[src/core/pu_pkg.sv]
// Package: register map, reset values and carrier structs for the port control block
// Contract
// - Output pins read stored data bit
// - Input pins read synchronized pin level
// - Input level register read only, always pins
// - Direction bit selects input or output
// - Enabled PWM channel forces pin output
// - PWM on bits 5:0, timer on 3:0
// - Timer compare channel forces pin output
// - Timer capture channel leaves direction bit
// - Routing bit picks timer or PWM
// - Reduced drive bit applies to outputs only
// - Pull enable applies to inputs only
// - Pull select: zero up, one down
// - Configuration writes accepted at any time
// - Data reaches pin only as GPIO output
// - Reads lag direction change two cycles
// - Analog enable kills driver, input reads one
// - Reset leaves all pins high-impedance inputs
package pu_pkg;
  localparam int unsigned PU_NPINS = 8;
  localparam int unsigned PU_ADDR_W = 8;
  localparam logic [7:0] PU_OFS_DATA = 8'h28;
  localparam logic [7:0] PU_OFS_INPUT = 8'h29;
  localparam logic [7:0] PU_OFS_DIR = 8'h2a;
  localparam logic [7:0] PU_OFS_DRIVE = 8'h2b;
  localparam logic [7:0] PU_OFS_PULLEN = 8'h2c;
  localparam logic [7:0] PU_OFS_PULLSEL = 8'h2d;
  localparam logic [7:0] PU_OFS_ROUTE = 8'h2e;
  localparam logic [7:0] PU_RST_REG = 8'h00;
  localparam logic [7:0] PU_ROUTE_MASK = 8'h0f;
  localparam logic [7:0] PU_PWM_MASK = 8'h3f;
  localparam logic [7:0] PU_TIM_MASK = 8'h0f;
  localparam logic [7:0] PU_ALL_ONES = 8'hff;
  localparam logic [31:0] PU_RD_ZERO = 32'h0000_0000;

  // Stored configuration, one byte per register
  typedef struct packed {
    logic [7:0] data;
    logic [7:0] dir;
    logic [7:0] drive;
    logic [7:0] pullen;
    logic [7:0] pullsel;
    logic [7:0] route;
  } pu_cfg_t;

  // Peripheral requests towards the pins
  typedef struct packed {
    logic [5:0] pwm_en;
    logic [5:0] pwm_out;
    logic tim_en;
    logic [3:0] tim_oc;
    logic [3:0] tim_out;
    logic [7:0] analog_en;
  } pu_periph_t;

  // Pad controls per pin
  typedef struct packed {
    logic [7:0] out;
    logic [7:0] oe;
    logic [7:0] reduced;
    logic [7:0] pull_on;
    logic [7:0] pull_down;
  } pu_pad_t;
endpackage

[src/core/pu_port.sv]
// Port control block: Wishbone registers, pin ownership and pad control
//
// Local design decision: the Wishbone slave port.
`timescale 1ns/1ps
module pu_port #(
  parameter int unsigned NPINS = pu_pkg::PU_NPINS
) (
  input wire logic clk_i, // Bus clock, 25 MHz
  input wire logic rst_i, // Synchronous reset, active high
  input wire logic ce_i, // Clock enable, freezes state when low
  input wire logic wb_cyc_i, // Wishbone cycle
  input wire logic wb_stb_i, // Wishbone strobe
  input wire logic wb_we_i, // Wishbone write enable
  input wire logic [7:0] wb_adr_i, // Wishbone byte address
  input wire logic [3:0] wb_sel_i, // Wishbone byte selects
  input wire logic [31:0] wb_dat_i, // Wishbone write data
  output logic [31:0] wb_dat_o, // Wishbone read data
  output logic wb_ack_o, // Wishbone acknowledge
  input wire pu_pkg::pu_periph_t periph_i, // Timer, PWM and analog requests
  input wire logic [7:0] port_pins_i, // Pin levels from pads
  output logic [7:0] port_pins_o, // Pin output values
  output logic [7:0] port_pins_oe_o, // Pin output enables, high drives
  output logic [7:0] port_pins_in_o, // Digital input seen by peripherals
  output pu_pkg::pu_pad_t pad_o // Pad control bundle
);
  typedef struct packed {
    pu_pkg::pu_cfg_t cfg;
    logic ack;
    logic [31:0] rdata;
  } pu_st_t;

  pu_st_t st_r;
  pu_st_t st_nxt;
  logic [7:0] pin_sync;
  logic [7:0] pin_level;
  logic [7:0] pwm_own;
  logic [7:0] tim_own;
  logic [7:0] per_out;
  logic [7:0] is_out;
  logic [7:0] gpio_out;
  logic [7:0] drv_val;
  logic [7:0] drv_en;
  logic [7:0] rd_byte;
  logic wr_stb;
  logic rd_stb;
  logic lane_ok;
  logic [7:0] wbyte;
  logic [7:0] pwm_en_w;
  logic [7:0] pwm_out_w;
  logic [7:0] tim_oc_w;
  logic [7:0] tim_out_w;

  initial begin
    if (NPINS != pu_pkg::PU_NPINS) begin
      $error("pu_port supports exactly eight pins");
    end
  end

  // Pin levels are asynchronous, so they are synchronized first
  pu_sync #(
    .WIDTH(8)
  ) u_sync (
    .clk_i(clk_i),
    .rst_i(rst_i),
    .ce_i(ce_i),
    .d_i(port_pins_i),
    .q_o(pin_sync)
  );

  // Analog use forces digital reads high
  assign pin_level = pin_sync | periph_i.analog_en;

  // Widen channel vectors so every pin index stays in range
  assign pwm_en_w = {2'h0, periph_i.pwm_en};
  assign pwm_out_w = {2'h0, periph_i.pwm_out};
  assign tim_oc_w = {4'h0, periph_i.tim_oc};
  assign tim_out_w = {4'h0, periph_i.tim_out};

  // Ownership; routing only matters where both units want the pin
  always_comb begin
    pwm_own = 8'h00;
    tim_own = 8'h00;
    per_out = 8'h00;
    for (int i = 0; i < 8; i++) begin
      logic pwm_req;
      logic tim_req;
      pwm_req = 1'b0;
      tim_req = 1'b0;
      if (pu_pkg::PU_PWM_MASK[i]) begin
        pwm_req = pwm_en_w[i];
      end
      if (pu_pkg::PU_TIM_MASK[i]) begin
        // Capture channels leave tim_oc low and keep direction control
        tim_req = periph_i.tim_en & tim_oc_w[i];
      end
      if (pwm_req && tim_req) begin
        pwm_own[i] = st_r.cfg.route[i];
        tim_own[i] = ~st_r.cfg.route[i];
      end else begin
        pwm_own[i] = pwm_req;
        tim_own[i] = tim_req;
      end
      if (pwm_own[i]) begin
        per_out[i] = pwm_out_w[i];
      end else if (tim_own[i]) begin
        per_out[i] = tim_out_w[i];
      end
    end
  end

  // Direction: peripheral ownership overrides the direction bit
  assign gpio_out = st_r.cfg.dir & ~(pwm_own | tim_own);
  assign is_out = st_r.cfg.dir | pwm_own | tim_own;
  assign drv_en = is_out & ~periph_i.analog_en;
  assign drv_val = (gpio_out & st_r.cfg.data) | ((pwm_own | tim_own) & per_out);

  // Pad controls; settings only act where the pin's use allows
  assign port_pins_o = drv_val & drv_en;
  assign port_pins_oe_o = drv_en;
  assign port_pins_in_o = pin_level;
  assign pad_o.out = drv_val & drv_en;
  assign pad_o.oe = drv_en;
  assign pad_o.reduced = st_r.cfg.drive & drv_en;
  assign pad_o.pull_on = st_r.cfg.pullen & ~is_out;
  assign pad_o.pull_down = st_r.cfg.pullsel & st_r.cfg.pullen & ~is_out;

  // Bus decode; byte lane 0 carries the register
  assign lane_ok = wb_sel_i[0];
  assign wbyte = wb_dat_i[7:0];
  assign wr_stb = wb_cyc_i & wb_stb_i & wb_we_i & ~st_r.ack & lane_ok;
  assign rd_stb = wb_cyc_i & wb_stb_i & ~wb_we_i & ~st_r.ack;

  // Read mux; unmapped addresses read zero
  always_comb begin
    rd_byte = 8'h00;
    if (wb_adr_i == pu_pkg::PU_OFS_DATA) begin
      // Direction bit alone picks stored bit or pin
      rd_byte = (st_r.cfg.dir & st_r.cfg.data) | (~st_r.cfg.dir & pin_level);
    end else if (wb_adr_i == pu_pkg::PU_OFS_INPUT) begin
      rd_byte = pin_level;
    end else if (wb_adr_i == pu_pkg::PU_OFS_DIR) begin
      rd_byte = st_r.cfg.dir;
    end else if (wb_adr_i == pu_pkg::PU_OFS_DRIVE) begin
      rd_byte = st_r.cfg.drive;
    end else if (wb_adr_i == pu_pkg::PU_OFS_PULLEN) begin
      rd_byte = st_r.cfg.pullen;
    end else if (wb_adr_i == pu_pkg::PU_OFS_PULLSEL) begin
      rd_byte = st_r.cfg.pullsel;
    end else if (wb_adr_i == pu_pkg::PU_OFS_ROUTE) begin
      rd_byte = st_r.cfg.route & pu_pkg::PU_ROUTE_MASK;
    end
  end

  // Next state: registers, one-cycle ack, registered read data
  always_comb begin
    st_nxt = st_r;
    st_nxt.ack = wb_cyc_i & wb_stb_i & ~st_r.ack;
    if (rd_stb) begin
      st_nxt.rdata = {24'h00_0000, rd_byte};
    end
    if (wr_stb) begin
      // A write to a configuration register is stored whatever the pin currently does
      if (wb_adr_i == pu_pkg::PU_OFS_DATA) begin
        st_nxt.cfg.data = wbyte;
      end else if (wb_adr_i == pu_pkg::PU_OFS_DIR) begin
        st_nxt.cfg.dir = wbyte;
      end else if (wb_adr_i == pu_pkg::PU_OFS_DRIVE) begin
        st_nxt.cfg.drive = wbyte;
      end else if (wb_adr_i == pu_pkg::PU_OFS_PULLEN) begin
        st_nxt.cfg.pullen = wbyte;
      end else if (wb_adr_i == pu_pkg::PU_OFS_PULLSEL) begin
        st_nxt.cfg.pullsel = wbyte;
      end else if (wb_adr_i == pu_pkg::PU_OFS_ROUTE) begin
        st_nxt.cfg.route = wbyte & pu_pkg::PU_ROUTE_MASK;
      end
      // Input level register ignores writes
    end
  end

  // All configuration clears to inputs, no pulls
  always_ff @(posedge clk_i) begin
    if (rst_i) begin
      st_r.cfg.data <= pu_pkg::PU_RST_REG;
      st_r.cfg.dir <= pu_pkg::PU_RST_REG;
      st_r.cfg.drive <= pu_pkg::PU_RST_REG;
      st_r.cfg.pullen <= pu_pkg::PU_RST_REG;
      st_r.cfg.pullsel <= pu_pkg::PU_RST_REG;
      st_r.cfg.route <= pu_pkg::PU_RST_REG;
      st_r.ack <= 1'b0;
      st_r.rdata <= pu_pkg::PU_RD_ZERO;
    end else if (ce_i) begin
      st_r <= st_nxt;
    end
  end

  assign wb_ack_o = st_r.ack;
  assign wb_dat_o = st_r.rdata;

  // Peripheral-owned pins always drive, unless analog
  a_pwm_force_out: assert property (@(posedge clk_i) disable iff (rst_i)
    (periph_i.pwm_en[0] && !periph_i.tim_en && !periph_i.analog_en[0]) |-> port_pins_oe_o[0])
    else $error("enabled PWM channel did not force output");
  a_tim_force_out: assert property (@(posedge clk_i) disable iff (rst_i)
    (periph_i.tim_en && periph_i.tim_oc[3] && !periph_i.pwm_en[3] && !periph_i.analog_en[3])
      |-> port_pins_oe_o[3])
    else $error("timer compare did not force output");
  a_route_pick: assert property (@(posedge clk_i) disable iff (rst_i)
    (periph_i.pwm_en[1] && periph_i.tim_en && periph_i.tim_oc[1] && !periph_i.analog_en[1])
      |-> port_pins_o[1] == (st_r.cfg.route[1] ? periph_i.pwm_out[1] : periph_i.tim_out[1]))
    else $error("routing bit chose wrong owner");
  a_analog_off: assert property (@(posedge clk_i) disable iff (rst_i)
    periph_i.analog_en[2] |-> (!port_pins_oe_o[2] && port_pins_in_o[2]))
    else $error("analog pin still digital");
  a_pull_inputs: assert property (@(posedge clk_i) disable iff (rst_i)
    (pad_o.pull_on & is_out) == 8'h00)
    else $error("pull active on output pin");
  a_reduced_in: assert property (@(posedge clk_i) disable iff (rst_i)
    (pad_o.reduced & ~drv_en) == 8'h00)
    else $error("reduced drive on input pin");
  a_route_high: assert property (@(posedge clk_i) disable iff (rst_i)
    (st_r.cfg.route & ~pu_pkg::PU_ROUTE_MASK) == 8'h00)
    else $error("routing upper bits set");
  a_ack_one: assert property (@(posedge clk_i) disable iff (rst_i)
    (wb_ack_o && ce_i) |=> !wb_ack_o)
    else $error("ack held two cycles");

  a_reset_inputs: assert property (@(posedge clk_i)
    rst_i |=> (st_r.cfg.dir == 8'h00 && st_r.cfg.pullen == 8'h00))
    else $error("pins not inputs after reset");

  a_gpio_data: assert property (@(posedge clk_i) disable iff (rst_i)
    (st_r.cfg.dir[7] && !periph_i.analog_en[7]) |-> port_pins_o[7] == st_r.cfg.data[7])
    else $error("stored data not on GPIO output");

  // Pad bundle and loose pins must tell the same story
  a_oe_pad: assert property (@(posedge clk_i) disable iff (rst_i)
    pad_o.oe == port_pins_oe_o)
    else $error("pad enable differs from pin enable");

  a_out_pad: assert property (@(posedge clk_i) disable iff (rst_i)
    pad_o.out == port_pins_o)
    else $error("pad value differs from pin value");

  // Undriven pins show zero so nothing leaks through a disabled driver
  a_out_gated: assert property (@(posedge clk_i) disable iff (rst_i)
    (port_pins_o & ~port_pins_oe_o) == 8'h00)
    else $error("value on undriven pin");

  // Analog use wins over every digital owner
  a_analog_all: assert property (@(posedge clk_i) disable iff (rst_i)
    (port_pins_oe_o & periph_i.analog_en) == 8'h00)
    else $error("analog pin driven");

  a_analog_read: assert property (@(posedge clk_i) disable iff (rst_i)
    (port_pins_in_o & periph_i.analog_en) == periph_i.analog_en)
    else $error("analog pin not reading one");

  // Input view is the second synchronizer stage, forced high on analog pins
  a_in_sync: assert property (@(posedge clk_i) disable iff (rst_i)
    port_pins_in_o == (pin_sync | periph_i.analog_en))
    else $error("input view bypasses synchronizer");

  // Any owned pin drives unless analog
  a_owned_out: assert property (@(posedge clk_i) disable iff (rst_i)
    ((pwm_own | tim_own) & ~periph_i.analog_en & ~port_pins_oe_o) == 8'h00)
    else $error("owned pin not driving");

  // Pins 7:6 carry no PWM or timer channel, pins 5:4 no timer
  a_upper_gpio: assert property (@(posedge clk_i) disable iff (rst_i)
    (pwm_own[7:6] == 2'h0) && (tim_own[7:4] == 4'h0))
    else $error("peripheral owns a GPIO-only pin");

  a_upper_dir: assert property (@(posedge clk_i) disable iff (rst_i)
    port_pins_oe_o[7:6] == (st_r.cfg.dir[7:6] & ~periph_i.analog_en[7:6]))
    else $error("upper pin direction wrong");

  // A set direction bit always drives unless analog
  a_gpio_dir: assert property (@(posedge clk_i) disable iff (rst_i)
    (st_r.cfg.dir & ~periph_i.analog_en & ~port_pins_oe_o) == 8'h00)
    else $error("output pin not driving");

  // Capture channel leaves the direction bit in charge
  a_capture_dir: assert property (@(posedge clk_i) disable iff (rst_i)
    (periph_i.tim_en && !periph_i.tim_oc[0] && !periph_i.pwm_en[0]
      && !periph_i.analog_en[0]) |-> port_pins_oe_o[0] == st_r.cfg.dir[0])
    else $error("capture pin direction overridden");

  // Disabled channels hand the pin back to the direction bit
  a_pwm_off_dir: assert property (@(posedge clk_i) disable iff (rst_i)
    (!periph_i.pwm_en[4] && !periph_i.analog_en[4])
      |-> port_pins_oe_o[4] == st_r.cfg.dir[4])
    else $error("direction not restored after PWM");

  a_tim_off_dir: assert property (@(posedge clk_i) disable iff (rst_i)
    (!periph_i.tim_en && !periph_i.pwm_en[3] && !periph_i.analog_en[3])
      |-> port_pins_oe_o[3] == st_r.cfg.dir[3])
    else $error("direction not restored after timer");

  // Routing bit low hands a shared pin to the timer
  a_route_tim: assert property (@(posedge clk_i) disable iff (rst_i)
    (periph_i.pwm_en[2] && periph_i.tim_en && periph_i.tim_oc[2]
      && !st_r.cfg.route[2] && !periph_i.analog_en[2])
      |-> port_pins_o[2] == periph_i.tim_out[2])
    else $error("timer lost shared pin");

  // Pull direction only where a pull is on
  a_pull_down_only: assert property (@(posedge clk_i) disable iff (rst_i)
    (pad_o.pull_down & ~pad_o.pull_on) == 8'h00)
    else $error("pull-down without pull enable");

  a_pull_sel: assert property (@(posedge clk_i) disable iff (rst_i)
    pad_o.pull_down == (pad_o.pull_on & st_r.cfg.pullsel))
    else $error("pull polarity wrong");

  a_pull_idle_out: assert property (@(posedge clk_i) disable iff (rst_i)
    (pad_o.pull_on & port_pins_oe_o) == 8'h00)
    else $error("pull on a driving pin");

  // Reduced drive follows the stored bit on every driving pin
  a_reduced_out: assert property (@(posedge clk_i) disable iff (rst_i)
    pad_o.reduced == (st_r.cfg.drive & port_pins_oe_o))
    else $error("reduced drive not applied");

  // Every request is answered one cycle later
  a_ack_answer: assert property (@(posedge clk_i) disable iff (rst_i)
    (ce_i && wb_cyc_i && wb_stb_i && !wb_ack_o) |=> wb_ack_o)
    else $error("request not acknowledged");

  a_read_hi_zero: assert property (@(posedge clk_i) disable iff (rst_i)
    wb_dat_o[31:8] == 24'h00_0000)
    else $error("read data upper bits set");

  // Writes land whatever the pin does, input register ignores them
  a_write_lands: assert property (@(posedge clk_i) disable iff (rst_i)
    (ce_i && wr_stb && wb_adr_i == pu_pkg::PU_OFS_DIR)
      |=> st_r.cfg.dir == $past(wb_dat_i[7:0]))
    else $error("direction write lost");

  a_input_ro: assert property (@(posedge clk_i) disable iff (rst_i)
    (ce_i && wr_stb && wb_adr_i == pu_pkg::PU_OFS_INPUT) |=> $stable(st_r.cfg))
    else $error("input register write changed state");

  // Output pins read back the stored bit
  a_data_read: assert property (@(posedge clk_i) disable iff (rst_i)
    (ce_i && rd_stb && wb_adr_i == pu_pkg::PU_OFS_DATA)
      |=> (wb_dat_o[7:0] & $past(st_r.cfg.dir)) == ($past(st_r.cfg.data) & $past(st_r.cfg.dir)))
    else $error("output pin read not stored bit");

  // Low clock enable freezes every register
  a_freeze: assert property (@(posedge clk_i) disable iff (rst_i)
    !ce_i |=> $stable(st_r))
    else $error("state moved while frozen");
endmodule // pu_port

[src/core/pu_sync.sv]
// Two-stage synchronizer for a vector of pin levels
`timescale 1ns/1ps
module pu_sync #(
  parameter int unsigned WIDTH = 8
) (
  input wire logic clk_i, // Bus clock
  input wire logic rst_i, // Synchronous reset
  input wire logic ce_i, // Clock enable
  input wire logic [WIDTH-1:0] d_i, // Asynchronous levels
  output logic [WIDTH-1:0] q_o // Synchronized levels
);
  typedef struct packed {
    logic [WIDTH-1:0] s1;
    logic [WIDTH-1:0] s2;
  } pu_sync_st_t;

  pu_sync_st_t st_r;
  pu_sync_st_t st_nxt;

  initial begin
    if (WIDTH < 1) begin
      $error("pu_sync width must be at least one");
    end
  end

  // First stage feeds only the second one
  always_comb begin
    st_nxt = st_r;
    st_nxt.s1 = d_i;
    st_nxt.s2 = st_r.s1;
  end

  always_ff @(posedge clk_i) begin
    if (rst_i) begin
      st_r <= '0;
    end else if (ce_i) begin
      st_r <= st_nxt;
    end
  end

  assign q_o = st_r.s2;
endmodule // pu_sync

[config.mk]
export PLATFORM = sky130hd
export DESIGN_NAME = pu_port
export DESIGN_NICKNAME = d
export VERILOG_FILES = /design/src/core/pu_pkg.sv /design/src/core/pu_port.sv /design/src/core/pu_sync.sv
export SDC_FILE = /design/constraint.sdc
export NUM_CORES = 1
export LEC_CHECK = 0
export BUFFER_PORTS_ARGS = -buffer_cell sky130_fd_sc_hd__buf_2
export CORE_ASPECT_RATIO = 1.75
export CORE_MARGIN = 1.5
export CORE_UTILIZATION = 39
export CTS_BUF_LIST = sky130_fd_sc_hd__clkbuf_2
export CTS_CLUSTER_SIZE = 10
export DETAILED_ROUTE_END_ITERATION = 16
export PLACE_DENSITY = 0.68
export SLEW_MARGIN = 0
export SYNTH_ARGS = -nofsm -noshare
export SYNTH_HDL_FRONTEND = slang
export SYNTH_SLANG_ARGS = --single-unit
[constraint.sdc]
create_clock -name clk_i -period 4.8 [get_ports clk_i]
set_clock_uncertainty 0.15 [all_clocks]
set_input_delay 0 -clock clk_i [delete_from_list [all_inputs] [get_ports clk_i]]
set_output_delay 0 -clock clk_i [all_outputs]
set_load 0.1 [all_outputs]
==> reports/results.tsv <==
metric	value	unit
routedWlPerCell	15.5	microns
synth_xor_area_share	0	%
start_kind	input pin	
dp_hpwl	7.95	mm
antenna_found_initial	0	
worstPathRequired	5.12	ns
drc_errors	0	
numCtsBuffers	9	
drive_gt1_share	25.0	%
max_freq	279	MHz
finalHoldWorstSlack	0.0305	ns
initial_core_util	39.7	%
layout_commonest_cell	buf_2	
cp_max_fo	18	
ios	184	
rr_startpoint	wb_ack_o	
synth-compound-area-share	11.0	%
multi_input_area	2240	sq um
synth_top_family_by_area	simple AND/OR/NAND/NOR gates	
globalplace.congestion	0.859	
antenna_cells	0	
fin_util	50.7	%
synth.area.mux_share	16.5	%
worst_pin_slew	1.23	ns
status	completed	
seq_area_frac_synth	34.2	%
synth_warnings	0	
cts-root-buf	clkbuf_2	
firstDrtPassIters	5	
post-route-min-period	3.59	ns
seq_area	1380	sq um
die-area	11000	sq um
via_per_inst	5.25	
min_path_type	in2reg	
path_clk_slew	0.19	ns
synthCells	475	
port_buffers	132	
syn_area	4040	sq um
end_kind	flip-flop	
yosys.area_share.simple	25.6	%
setup_tns	0	ns
grt_pass1_wl	18.3	mm
cts.sinks	69	
area_growth	27.6	%
grt_max_degree	78	
routed_wl	11.7	mm
gr-usage-all-layers	21.3	%
detailedRoute.firstIterationViolations	263	
clkLatencyLatePin	0.51	ns
finalPower	1.20	mW
r2r_cells	6	
cp_slowest_stage_delay	0.68	ns
rows	49	
nFillCells	994	
reg2reg_slack	1.31	ns
avgSynthCellArea	8.50	sq um
arrival	3.90	ns
rsz0062_at_grt	false	
finalNetCount	715	
ctsLongestPathBuffers	2	
hold_viol	0	
gr-total-overflow	0	
timing.rr.end	st_r[72]	
yosys.cell_types.count	39	
period_share	74.7	%
final-setup-viol-count	0	
h-tree-depth	3	
synth-seq-cells	69	
core_area	10200	sq um
crit_type	in2reg	
die_w	79.9	microns
min_to	wb_dat_o[1]	
holdPathStages	5	
cellPowerDensity	233	nW/um^2
cp_slowest_cell	or4_4	
post_cts_resized	0	
cp_cell_sequence	dlygate4sd3_1 -> buf_2 -> nand4b_1 -> or4_4 -> dlygate4sd3_1 -> nor3_2 -> dlygate4sd3_1 -> mux2i_1	
drv_cap	0	
num_vias	3977	
drtAntennaViolNets	0	
cpMostUsedCell	dlygate4sd3_1	
dieHeight	138	microns
relSlewSlack	17.5	%
grt_pass1_vias	3899	
hold_start	periph_i[1]	
p_leak	2.42	nW
cts_tree	done	
yosys.area_share.adder	0	%
layout_common_cells	buf_2, dfxtp_1, mux2i_1	
irDropWorstVdd	0.128	mV
maxSlewViolCount	0	
==> cells by family (layout without fill, tap and decap cells) <==
kind of cell,Yosys count,in the layout
muxes,66,66
AOI/OAI and AO/OA,68,68
buffers and inverters,85,218
other,1,24
DFF,69,69
and+or+nand+nor,186,186
==> timing repair <==
action / in CTS / in global routing
hold buffers: 60 / 0
setup buffers: 0 / 0
hold endpoints to repair: 69 / 0
==> worst max-delay path by stage <==
stage / cells past startpoint / slack (ns) / start / end
CTS: 8 / 1.26 / ce_i / st_r[72]
global placement: 5 / 2.18 / ce_i / st_r[55]
floorplan: 5 / 1.19 / st_r[67] / port_pins_o[2]
global route: 8 / 1.09 / ce_i / st_r[72]
detailed placement: 5 / 2.11 / ce_i / st_r[52]
finish: 8 / 1.21 / ce_i / st_r[72]
==> state kept, by name (all words and copies together) (netlist names) <==
name and cells:
wb_dat_o 8, u_sync.st_nxt 8, st_r 44, wb_ack_o 1, u_sync.q_o 8
==> area by class of cell <==
| cell class | count | share of cell area, % |
|---|---|---|
| Clock buffer | 9 | 0.874 |
| Multi-Input combinational cell | 344 | 43.4 |
| Sequential cell | 69 | 26.8 |
| Clock inverter | 5 | 0.388 |
| Inverter | 11 | 0.801 |
| Tap cell | 127 | 3.08 |
| Timing Repair Buffer | 193 | 24.6 |
==> synth_stat cells, drive strengths merged <==
master | n | area [sq um]
nor3 | 3 | 25.0
a21boi | 2 | 15.0
o21ai | 13 | 65.1
and3b | 1 | 8.76
or3 | 2 | 12.5
mux2i | 61 | 611
a221oi | 8 | 70.1
a21oi | 23 | 115
nand3 | 16 | 80.1
nand4 | 1 | 12.5
or4b | 1 | 13.8
mux2 | 5 | 56.3
nand2b | 52 | 325
nand2 | 25 | 93.8
nor2 | 39 | 146
nor3b | 3 | 22.5
o21bai | 1 | 7.51
or2 | 3 | 18.8
dfxtp | 69 | 1380
nor4b | 1 | 8.76
or4 | 2 | 18.8
and3 | 7 | 43.8
clkbuf | 20 | 75.1
inv | 11 | 41.3
buf | 54 | 394
nand4b | 3 | 26.3
a211oi | 10 | 75.1
nor4 | 3 | 25.0
o221ai | 8 | 70.1
nor2b | 6 | 37.5
o311ai | 3 | 26.3
conb | 1 | 3.75
and2 | 18 | 113
==> routing by layer <==
layer  track usage, %  vias to the layer above  wire [microns]
li1                 -                     1879               -
met1             23.0                     1877            4520
met2             38.2                      176            6130
met3             3.71                       45             622
met4             12.1                        0             461
met5                0                        -               0
==> critical path: cells and delay by family <==
kind,cells,cell delay (ns)
buf+inv,4,2.25
simple gates,3,1.47
mux,1,0.17
==> per-stage QoR <==
| step | cell area, sq um | setup WS [ns] | instances |
|---|---|---|---|
| floorplan | 4130 | 1.19 | 498 |
| global placement | 4490 | 2.18 | 684 |
| detailed placement | 4490 | 2.11 | 684 |
| CTS | 5150 | 1.26 | 758 |
| global route | 5150 | 1.09 | 758 |
| finish | 5150 | 1.21 | 758 |
==> power by group <==
part	internal (mW)	total, mW	switching, mW	leakage, nW
Clock	0.0551	0.253	0.197	0.0476
Combinational	0.0806	0.362	0.281	1.82
Sequential	0.580	0.585	0.00453	0.558
Total	0.716	1.20	0.483	2.42
(Power assumes the default switching activity.)
